==> src/pkg/mpp_pkg.sv <==
// Constants and types for the Manchester programming port
package mpp_pkg;

  // ***************
  // Timing
  // ***************
  localparam int unsigned CLK_MHZ = 25;
  localparam int unsigned PROG_LOW_US = 84;
  localparam int unsigned OUT_EN_US = 125;
  localparam int unsigned EE_WR_US = 24_000;
  localparam int unsigned UNLOCK_US = 50_000;
  localparam int unsigned PROG_LOW_CYC = PROG_LOW_US * CLK_MHZ;
  localparam int unsigned OUT_EN_CYC = OUT_EN_US * CLK_MHZ;
  localparam int unsigned EE_WR_CYC = EE_WR_US * CLK_MHZ;
  localparam int unsigned UNLOCK_CYC = UNLOCK_US * CLK_MHZ;

  // ***************
  // Frame layout
  // ***************
  localparam logic [6:0] WR_BITS = 7'h2c;
  localparam logic [6:0] RD_BITS = 7'h0c;
  localparam logic [6:0] ACK_HALVES = 7'h44;
  localparam logic [6:0] RW_IDX = 7'h02;
  localparam logic [6:0] CRC_BITS = 7'h03;
  localparam logic [2:0] CRC_POLY = 3'h3;
  localparam logic [5:0] ACCESS_ADDR = 6'h36;
  localparam logic [31:0] ACCESS_CODE = 32'hc4136737;
  localparam logic [5:0] EE_TOP = 6'h20;
  localparam logic [5:0] LOCK_ADDR = 6'h1f;
  localparam int LOCK_POS = 25;

  // ***************
  // Register map
  // ***************
  localparam logic [7:0] REG_CTRL = 8'h00;
  localparam logic [7:0] REG_STATUS = 8'h04;
  localparam logic [7:0] REG_HALF = 8'h08;

  typedef enum logic [9:0] {
    PH_RUN = 10'h001,
    PH_ARM = 10'h002,
    PH_IDLE = 10'h004,
    PH_MEAS = 10'h008,
    PH_RX = 10'h010,
    PH_EEWR = 10'h020,
    PH_EEACK = 10'h040,
    PH_ACKW = 10'h080,
    PH_TX = 10'h100,
    PH_RESUME = 10'h200
  } mpp_phase_t;

  typedef struct packed {
    logic psel;
    logic penable;
    logic pwrite;
    logic [7:0] paddr;
    logic [31:0] pwdata;
  } mpp_apb_req_t;

  typedef struct packed {
    mpp_phase_t ph;
    logic [1:0] sup_s;
    logic [1:0] pen_s;
    logic [1:0] pin_s;
    logic pin_d;
    logic init;
    logic perm;
    logic unlocked;
    logic win_open;
    logic [20:0] win;
    logic [15:0] cnt;
    logic [15:0] half;
    logic [6:0] nb;
    logic rw;
    logic [2:0] crc;
    logic [43:0] sh;
    logic [19:0] tmr;
    logic [33:0] tx_sh;
    logic sel;
    logic tx;
    logic aout;
    logic dis;
    logic crc_err;
    logic pready;
    logic pslverr;
    logic [31:0] prdata;
  } mpp_state_t;

  localparam mpp_state_t ST_RST = '{
    ph: PH_RUN, init: 1'b1, win_open: 1'b1, aout: 1'b1, default: '0};

endpackage : mpp_pkg

==> src/rtl/mpp_device.sv <==
// Manchester programming port of the sensor, with APB status and control
`timescale 1ns/1ns

module mpp_device
  import mpp_pkg::*;
#(
  parameter int unsigned EE_WR_CYCLES = EE_WR_CYC,
  parameter int unsigned UNLOCK_CYCLES = UNLOCK_CYC,
  parameter bit HAS_PROG_PIN = 1'b1
)(
  input wire logic mclk,
  input wire logic srst,
  input wire mpp_apb_req_t apb_req,
  output logic [31:0] prdata,
  output logic pready,
  output logic pslverr,
  input wire logic supply_prog_high,
  input wire logic program_enable_pin,
  input wire logic sensor_output_pin_in,
  output logic sensor_output_pin_out,
  output logic sensor_output_pin_oe,
  output logic analog_output_enable
);

  // ***************
  // Storage
  // ***************
  logic [31:0] mem [64];
  logic nv_lock = 1'b0;
  mpp_state_t st;
  mpp_state_t next_st;
  logic mem_we;
  logic [5:0] mem_wa;
  logic [31:0] mem_wd;
  logic lock_set;

  function automatic logic [5:0] ecc_of(input logic [25:0] d);
    logic [5:0] e;
    e = '0;
    for (int j = 0; j < 26; j++)
    begin
      for (int i = 0; i < 5; i++)
      begin
        if ((((j + 1) >> i) % 2) == 1)
        begin
          e[i] = e[i] ^ d[j];
        end
      end
      e[5] = e[5] ^ d[j];
    end
    return e;
  endfunction : ecc_of

  function automatic logic [2:0] crc_step(input logic [2:0] c, input logic b);
    return {c[1:0], 1'b0} ^ ((c[2] ^ b) ? CRC_POLY : 3'h0);
  endfunction : crc_step

  // ***************
  // Next state
  // ***************
  always_comb
  begin
    logic prog;
    logic edge_r;
    logic edge_f;
    logic bv;
    logic rwe;
    logic ok;
    logic tick;
    logic [6:0] flen;
    logic [6:0] nbn;
    logic [43:0] shn;
    logic [31:0] rd;
    logic [31:0] wdat;
    logic [5:0] wadr;
    logic [16:0] lim;
    prog = 1'b0;
    edge_r = 1'b0;
    edge_f = 1'b0;
    bv = 1'b0;
    rwe = 1'b0;
    ok = 1'b0;
    tick = 1'b0;
    flen = WR_BITS;
    nbn = 7'h00;
    shn = '0;
    rd = '0;
    wdat = '0;
    wadr = '0;
    lim = '0;
    next_st = st;
    mem_we = 1'b0;
    mem_wa = '0;
    mem_wd = '0;
    lock_set = 1'b0;

    next_st.sup_s = {st.sup_s[0], supply_prog_high};
    next_st.pen_s = {st.pen_s[0], program_enable_pin};
    next_st.pin_s = {st.pin_s[0], sensor_output_pin_in};
    next_st.pin_d = st.pin_s[1];
    edge_r = st.pin_s[1] & ~st.pin_d;
    edge_f = ~st.pin_s[1] & st.pin_d;
    prog = st.sup_s[1] | (HAS_PROG_PIN & st.pen_s[1]);
    tick = (st.cnt + 16'h0001) >= st.half;
    nbn = st.nb + 7'h01;

    // Lock bit sampled once after each reset
    next_st.init = 1'b0;
    if (st.init)
    begin
      next_st.perm = nv_lock;
    end
    if (st.win_open)
    begin
      next_st.win = st.win + 21'h000001;
      if (st.win == 21'(UNLOCK_CYCLES - 1))
      begin
        next_st.win_open = 1'b0;
      end
    end

    case (st.ph)
      PH_RUN:
      begin
        next_st.sel = 1'b0;
        if (prog)
        begin
          next_st.ph = PH_ARM;
          next_st.tmr = '0;
        end
      end
      PH_ARM:
      begin
        // Pin ignored until the controller has had time to pull it low
        next_st.tmr = st.tmr + 20'h00001;
        if (st.tmr == 20'(PROG_LOW_CYC - 1))
        begin
          next_st.ph = PH_IDLE;
        end
      end
      PH_IDLE:
      begin
        if (edge_r)
        begin
          // First rise is the mid edge of the first sync zero
          next_st.ph = PH_MEAS;
          next_st.cnt = '0;
          next_st.nb = 7'h01;
          next_st.sh = '0;
          next_st.crc = '0;
          next_st.rw = 1'b0;
        end
      end
      PH_MEAS:
      begin
        next_st.cnt = st.cnt + 16'h0001;
        if (edge_f)
        begin
          next_st.half = st.cnt;
          next_st.ph = PH_RX;
        end
        else if (&st.cnt)
        begin
          next_st.ph = PH_IDLE;
        end
      end
      PH_RX:
      begin
        next_st.cnt = st.cnt + 16'h0001;
        lim = {1'b0, st.half} + {st.half, 1'b0};
        if ((edge_r | edge_f) && (st.cnt >= st.half + (st.half >> 1)))
        begin
          bv = edge_f;
          shn = {st.sh[42:0], bv};
          rwe = (st.nb == RW_IDX) ? bv : st.rw;
          flen = rwe ? RD_BITS : WR_BITS;
          next_st.sh = shn;
          next_st.nb = nbn;
          next_st.cnt = '0;
          next_st.rw = rwe;
          if ((st.nb >= RW_IDX) && (st.nb < flen - CRC_BITS))
          begin
            next_st.crc = crc_step(st.crc, bv);
          end
          if (nbn == flen)
          begin
            next_st.ph = PH_IDLE;
            ok = (st.crc == shn[2:0]) & ~(rwe ? shn[10] : shn[42]);
            next_st.crc_err = ~ok;
            if (ok && !st.perm)
            begin
              if (rwe)
              begin
                rd = mem[shn[8:3]];
                next_st.tx_sh = {8'h00, rd[25:0]};
                if (ecc_of(rd[25:0]) != rd[31:26])
                begin
                  next_st.tx_sh[27:26] = 2'b11;
                end
                next_st.ph = PH_ACKW;
                next_st.cnt = '0;
                next_st.nb = '0;
              end
              else
              begin
                wadr = shn[40:35];
                wdat = shn[34:3];
                if (wadr == ACCESS_ADDR)
                begin
                  if ((wdat == ACCESS_CODE) && st.win_open)
                  begin
                    next_st.unlocked = 1'b1;
                  end
                end
                else if (st.unlocked)
                begin
                  mem_we = 1'b1;
                  mem_wa = wadr;
                  mem_wd = {ecc_of(wdat[25:0]), wdat[25:0]};
                  if (wadr < EE_TOP)
                  begin
                    next_st.ph = PH_EEWR;
                    next_st.tmr = '0;
                    lock_set = (wadr == LOCK_ADDR) & wdat[LOCK_POS];
                  end
                end
              end
            end
          end
        end
        else if ({1'b0, st.cnt} >= lim)
        begin
          next_st.ph = PH_IDLE;
        end
      end
      PH_EEWR:
      begin
        next_st.tmr = st.tmr + 20'h00001;
        if (st.tmr == 20'(EE_WR_CYCLES - 1))
        begin
          next_st.ph = PH_EEACK;
          next_st.cnt = '0;
          next_st.nb = '0;
          next_st.sel = 1'b1;
          next_st.tx = 1'b1;
        end
      end
      PH_EEACK:
      begin
        // One bit high, one bit low, then release
        next_st.cnt = st.cnt + 16'h0001;
        if (tick)
        begin
          next_st.cnt = '0;
          next_st.nb = nbn;
          next_st.tx = (nbn < 7'h02);
          if (nbn == 7'h04)
          begin
            next_st.sel = 1'b0;
            next_st.tx = 1'b0;
            next_st.ph = PH_IDLE;
          end
        end
      end
      PH_ACKW:
      begin
        // Two bit times for the controller to let go of the pin
        next_st.cnt = st.cnt + 16'h0001;
        if (tick)
        begin
          next_st.cnt = '0;
          next_st.nb = nbn;
          if (nbn == 7'h04)
          begin
            next_st.ph = PH_TX;
            next_st.nb = '0;
            next_st.sel = 1'b1;
            next_st.tx = st.tx_sh[33];
          end
        end
      end
      PH_TX:
      begin
        // Pin input ignored while replying
        next_st.cnt = st.cnt + 16'h0001;
        if (tick)
        begin
          next_st.cnt = '0;
          next_st.nb = nbn;
          if (!st.nb[0])
          begin
            next_st.tx = ~st.tx_sh[33];
          end
          else
          begin
            next_st.tx_sh = {st.tx_sh[32:0], 1'b0};
            next_st.tx = st.tx_sh[32];
          end
          if (nbn == ACK_HALVES)
          begin
            next_st.sel = 1'b0;
            next_st.tx = 1'b0;
            next_st.ph = PH_IDLE;
            next_st.nb = '0;
          end
        end
      end
      PH_RESUME:
      begin
        next_st.tmr = st.tmr + 20'h00001;
        if (prog)
        begin
          next_st.ph = PH_ARM;
          next_st.tmr = '0;
        end
        else if (st.tmr == 20'(OUT_EN_CYC - 1))
        begin
          next_st.ph = PH_RUN;
        end
      end
      default:
      begin
        next_st.ph = PH_RUN;
        next_st.sel = 1'b0;
      end
    endcase

    if (!prog && (st.ph != PH_RUN) && (st.ph != PH_RESUME))
    begin
      next_st.ph = PH_RESUME;
      next_st.tmr = '0;
      next_st.sel = 1'b0;
      next_st.tx = 1'b0;
    end

    // ***************
    // APB slave
    // ***************
    next_st.pready = 1'b0;
    next_st.pslverr = 1'b0;
    if (apb_req.psel && apb_req.penable && !st.pready)
    begin
      next_st.pready = 1'b1;
      case (apb_req.paddr)
        REG_CTRL: next_st.prdata = {31'h0, st.dis};
        REG_STATUS: next_st.prdata = {27'h0, st.crc_err, (st.ph == PH_EEWR),
                                      st.perm, st.unlocked, prog};
        REG_HALF: next_st.prdata = {16'h0, st.half};
        default:
        begin
          next_st.prdata = '0;
          next_st.pslverr = 1'b1;
        end
      endcase
    end
    if (apb_req.psel && apb_req.penable && st.pready && apb_req.pwrite
        && (apb_req.paddr == REG_CTRL))
    begin
      next_st.dis = apb_req.pwdata[0];
    end

    // Analog only when serial drive is off and not disabled
    next_st.aout = ~next_st.sel & ~next_st.dis & (next_st.ph == PH_RUN);
  end

  // ***************
  // Registers
  // ***************
  always_ff @(posedge mclk)
  begin
    if (srst)
    begin
      st <= ST_RST;
    end
    else
    begin
      st <= next_st;
    end
  end

  // Nonvolatile words and lock bit survive reset; lock never clears
  always_ff @(posedge mclk)
  begin
    if (mem_we)
    begin
      mem[mem_wa] <= mem_wd;
    end
    if (lock_set)
    begin
      nv_lock <= 1'b1;
    end
  end

  assign prdata = st.prdata;
  assign pready = st.pready;
  assign pslverr = st.pslverr;
  assign sensor_output_pin_out = st.tx;
  assign sensor_output_pin_oe = st.sel;
  assign analog_output_enable = st.aout;

endmodule : mpp_device

==> config.mk <==
export PLATFORM = sky130hd
export DESIGN_NAME = mpp_device
export DESIGN_NICKNAME = d
export VERILOG_FILES = /design/src/pkg/mpp_pkg.sv /design/src/rtl/mpp_device.sv
export SDC_FILE = /design/constraint.sdc
export NUM_CORES = 2
export LEC_CHECK = 0
export BUFFER_PORTS_ARGS = -buffer_cell sky130_fd_sc_hd__buf_2
export CAP_MARGIN = 40
export CORE_UTILIZATION = 60
export CTS_CLUSTER_SIZE = 30
export DETAILED_ROUTE_END_ITERATION = 10
export GPL_TIMING_DRIVEN = 0
export MAX_ROUTING_LAYER = met4
export PLACE_DENSITY = 0.76
export SETUP_SLACK_MARGIN = 0.4
export SYNTH_ARGS = -nofsm -noshare
export SYNTH_HDL_FRONTEND = slang
export SYNTH_SLANG_ARGS = --single-unit
==> constraint.sdc <==
create_clock -name mclk -period 18.6 [get_ports mclk]
set_input_delay 0 -clock mclk [delete_from_list [all_inputs] [get_ports mclk]]
set_output_delay 0 -clock mclk [all_outputs]
set_load 0.01 [all_outputs]
# After elaboration in Yosys (flattened, before gate mapping)
# Memory sizes are Yosys's and may differ from the RTL's. A register that Yosys moved wholly into a read port is not among the register bits.
# Cells that the tools add are included.
# word_totals
reg_bits	221
ramBits	2048
in_bits	48
out_inout_bits	37
wordCells	1103
n_memories	1
# memory_table
name	depth	width	read_ports	rd_ports_with_merged_regs	write_ports	line	rtl
mem	64	32	1	1	1	mpp_device.sv:28	logic [31:0] mem [64];
# op_classes
addsub	7
order_cmp	7
n_eq_ne	44
mux	802
bitwise	178
n_reduce_logical	38
# op_table
cell	n
1-bit two-way mux	711
32-bit two-way mux	7
205-bit two-way mux	1
10-bit two-way mux	18
1-bit XOR	161
20-bit two-way mux	7
109-bit two-way mux	1
54-bit two-way mux	2
34-bit two-way mux	3
10-bit one-hot mux with 10 select lines	1
16-bit two-way mux	6
48-bit one-hot mux with 2 select lines	1
16-bit one-hot mux with 5 select lines	1
20-bit one-hot mux with 4 select lines	1
6-bit two-way mux	13
34-bit one-hot mux with 2 select lines	1
7-bit two-way mux	9
55-bit two-way mux	1
16-bit one-hot mux with 3 select lines	1
7-bit one-hot mux with 6 select lines	1
20-bit by 12-bit equality test with 1-bit output (second input constant)	2
36-bit two-way mux	1
2-bit inequality test (second input constant)	17
32-bit equality test (second input constant)	1
63 further kinds	108

# Depth between registers and ports, before layout
# logic_depth
ltp_word	107
depth_mapped	28
depth_no_buf	26

# Worst setup path after synthesis
# OpenSTA, ideal clock, no wires.
# synth_timing
path_kind	flip-flop to flip-flop
from	register st[148] (netlist bit)
to	memory mem[16][0] (enable)
setup_ps	503
arrival_time_ps	7715
required_ps	18097
slack_ps	10383
path_stages_with_launch	27
n_path_buf	1
period_less_slack_ps	8217
cell_sequence	dfxtp_1 > ha_1 > inv_1 > fa_1 > nor2b_1 > o21ai_0 > a21boi_0 > o21ai_0 > a21boi_0 > o21ai_0 > a21boi_0 > o21ai_0 > a21oi_1 > o21ai_0 > a2111oi_0 > a211oi_1 > ha_1 > a21o_1 > a21oi_1 > and2_0 > a211oi_1 > a21oi_1 > nor2_1 > and3_1 > clkbuf_1 > nand4b_1 > nor4_1
# synth_between
elab_chain_cells	7
word_cells_on_any_way	9
classes_between	add/sub (1); order compare (1); mux (6); reduce/logical (1)
# synth_lines
item	line	rtl
start, declared	mpp_device.sv:30	mpp_state_t st;
start signal, assigned	mpp_device.sv:377	st <= next_st;
16-bit by 15-bit adder with 16-bit output *	mpp_device.sv:171	if ((edge_r | edge_f) && (st.cnt >= st.half + (st.half >> 1)))
16-bit greater-or-equal comparator *	mpp_device.sv:171	
1-bit logical AND *	mpp_device.sv:171	
1-bit two-way mux	mpp_device.sv:171	
1-bit two-way mux	mpp_device.sv:122	case (st.ph)
1-bit two-way mux	mpp_device.sv:384	if (mem_we)
1-bit two-way mux (implied by the code)	mpp_device.sv:386	mem[mem_wa] <= mem_wd;
end, declared	mpp_device.sv:28	
# Mark *: on every way between the ends. The rest lies on a longest branch, timed or not.

# Worst setup path in the final report
# layout_timing
from	register st[148] (netlist bit)
to	memory mem[59][2] (enable)
# The elaborated chain is that of the path after synthesis.

==> metrics.md <==
| Metric | Value |
|---|---|
| Layout Cells excl Fill | 7659 |
| DIE AREA | 153300 um^2 |
| Seq/Total Area, Yosys | 0.7216 |
| Initial Utilization | 0.6058 |
| Max-slew violations | 0 |
| Setup TNS after final layout | 0 ns |
| Post-cts resize count | 0 |
| Clock slew at reported path FFs | 0.06 ns |
| Max Clk Rate | 123.5 MHz |
| Drt first pass iters | 6 |
| Mean number of vias per cell | 7.196 |
| Count of input and output buffers | 37 |
| # Post-CTS Setup Buffers | 0 |
| Req. time, crit path | 19.15 ns |
| CTS tree | built |
| Slowest CP cell | nor2_4 |
| PnR Total Power | 9.882 mW |
| Final Hold Violating Endpoints | 0 |
| Die Y | 391.6 um |
| Final instance area | 106600 um^2 |
| Least-Margin Pin Slew | 0.9935 ns |
| Reg2Reg Setup Slack | 10.50 ns |
| CP peak stage delay | 0.70 ns |
| Kind of start point of the critical path | register |
| Setup Viol. Count Final | 0 |
| DRT iter0 DRCs | 9793 |
| Post-route ant nets | 0 |
| Vias | 55110 |
| Largest net degree at the start of global routing | 65 |
| H-tree Lvls | 4 |
| Post-Synthesis Cells | 4844 |
| Worst R2R End | mem[59][2] |
| Root buf cell | clkbuf_16 |
| GR Overflow Total | 0 |
| Syn avg cell area | 18.80 um^2 |
| Clock buffer depth | 3 |
| CP Launch Point | st[148] |
| Commonest cells after routing, fill and taps aside | edfxtp_1, mux4_2, clkbuf_16, dfxtp_1, nor2_1 |
| RSZ-0062 raised after global routing | false |
| Slew headroom | 0.3352 |
| Async SR Flop Fraction | 0 |
| Crit path time final | 8.098 ns |
| Mapped cell area | 91050 um^2 |
| Clk_lat worst skew | 0.87 ns |
| Endpoint type of the worst setup path | register |
| Number of top-level pins | 85 |
| Post-Route WL | 306700 um |
| Routed len/inst | 40.05 um |
| Most common cell after layout, fill and taps aside | edfxtp_1 |
| Layout Nets | 5577 |
| IR drop worst, VDD | 0.09535 mV |
| Max FO, Critical Path | 12 |
| Placed standard-cell area | 99310 um^2 |
| CTS buffer count | 214 |
| Area growth, synth to finish | 17.05% |
| Period Utilization, post-route | 0.4354 |
| EDFF count, synth | 2048 |
| Max Cap Viol | 0 |
| Core region area | 150300 um^2 |
| LEAKAGE | 28.50 nW |
| RD Place Congestion | 0.9321 |
| Std-Cell Rows | 142 |
| Die width | 391.6 um |
| Power per cell area | 92.73 nW/um^2 |
| FF-to-FF path depth | 29 |
| Placed cell count | 7220 |
| Initial antenna violation count | 6 |
| Global Route Usage Sum | 0.4171 |
| YS warnings | 0 |
| FF+latch count, synth | 2258 |
| Worst hold path type | primary input to register |
| WP data arrival | 8.65 ns |
| Global-route wire length before repair | 415900 um |
| Worst r2r src | st[148] |
| Main synth FF type | edfxtp_1 |
| Status | complete, no violations |
| Clock Skew | 0.02808 ns |
| Num Clock Sinks | 2258 |
| DRC Markers | 0 |
| Cts hold-fix bufs | 22 |
| Vias in the first global route | 53230 |
| CP dominant cell by count | o21ai_0 |
| Dpl hpwl | 203000 um |
| Final core utilization | 0.7090 |
| WS Path Type | register to register |
| Critical path endpoint | mem[59][2] |
| Layout cells sized above 1 | 0.2528 |
| Library cells used by synthesis | 88 |
-- Yosys cell counts (18+ instances only) --
cell | instances | area, um^2
buf_6 | 32 | 360.4
and3_1 | 34 | 212.7
a31oi_1 | 21 | 131.4
nand3b_1 | 20 | 150.1
ha_1 | 74 | 925.9
a21oi_1 | 157 | 785.8
and2_1 | 37 | 231.5
xor2_1 | 63 | 551.8
dfxtp_1 | 210 | 4204
nand4_1 | 20 | 125.1
edfxtp_1 | 2048 | 61500
o211ai_1 | 18 | 135.1
a22oi_1 | 55 | 412.9
nand2_1 | 181 | 679.4
nand3_1 | 106 | 530.5
o22ai_1 | 28 | 175.2
mux2i_1 | 112 | 1121
o221ai_1 | 29 | 254.0
o21ai_0 | 59 | 295.3
mux4_2 | 529 | 11910
nor2_1 | 258 | 968.4
inv_1 | 52 | 195.2
clkbuf_1 | 127 | 476.7
a211oi_1 | 47 | 352.8
xnor2_1 | 84 | 735.7
nor2b_1 | 30 | 187.7
buf_4 | 65 | 488.0
nor4_1 | 24 | 150.1
buf_2 | 38 | 190.2
nor3_1 | 34 | 170.2
-- per-layer routing --
layer / GRT usage / wire length, um
met2: 0.6140 / 137900
met1: 0.5068 / 97970
met3: 0.1270 / 45410
met5: - / 0
met4: 0.2636 / 25500
-- worst max-delay path: cells and delay by family (launching register included) --
family / cells / cell delay [ns]
AOI/OAI and AO/OA: 15 / 2.77
and+or+nand+nor: 6 / 2.10
buffers and inverters: 5 / 1.47
adders and majority gates: 3 / 0.95
DFF: 1 / 0.48
-- area by class of cell --
| class | count | area (um^2) |
|---|---|---|
| diodes | 13 | 32.53 |
| clock buffers | 278 | 5848 |
| multi-input cells | 2292 | 24120 |
| inverters | 54 | 202.7 |
| flip-flops and latches | 2258 | 65700 |
| repair buffers | 347 | 5405 |
| well taps | 2016 | 2522 |
| clock inverters | 114 | 991.0 |
| fillers | 8802 | 43730 |
| plain buffers | 287 | 1752 |
-- cell families (layout without fill, tap and decap cells) --
| family | after synthesis | in the layout | synth area share |
|---|---|---|---|
| AO/OA/AOI/OAI | 527 | 527 | 0.03850 |
| other | 1 | 61 | 0.00004119 |
| XOR/XNOR | 159 | 159 | 0.01687 |
| flip-flops | 2258 | 2258 | 0.7216 |
| buffers and inverters | 341 | 1080 | 0.02142 |
| multiplexers | 657 | 657 | 0.1466 |
| AND/OR/NAND/NOR | 826 | 826 | 0.04455 |
| adder cells (fa/ha/maj) | 75 | 75 | 0.01039 |
-- worst min-delay path by stage --
stage,startpoint,end,slack [ns],cells past startpoint
after floorplan,srst,st[204],0.03,0
after global placement,srst,st[204],0.16,1
after detailed placement,srst,st[204],0.16,1
after CTS,apb_req[40],st[35],0.20,6
after global routing,apb_req[40],st[35],0.28,6
final,apb_req[40],st[35],0.23,6
-- power breakdown --
group / leakage (nW) / switching (mW) / total, mW / internal [mW]
Combinational: 9.26 / 0.0641 / 0.0961 / 0.0319
Clock: 3.33 / 1.91 / 4.33 / 2.42
Sequential: 15.9 / 0.00615 / 5.46 / 5.46
-- stage by stage --
step	hold WS (ns)	setup slack, ns
2_1_floorplan	0.02772	10.38
3_5_place_dp	0.1615	10.37
6_report	0.2328	10.50
5_1_grt	0.2781	10.30
4_1_cts	0.2008	10.34
3_3_place_gp	0.1598	1.170
-- registers in the layout, indices dropped and copies added, names as in the netlist, named ones only --
register               count
st                       179
next_st                    4
analog_output_enable       1
pslverr                    1
sensor_output_pin_out      1
pready                     1
prdata                    16
mem                     2048
sensor_output_pin_oe       1
(Power assumes the default switching activity.)
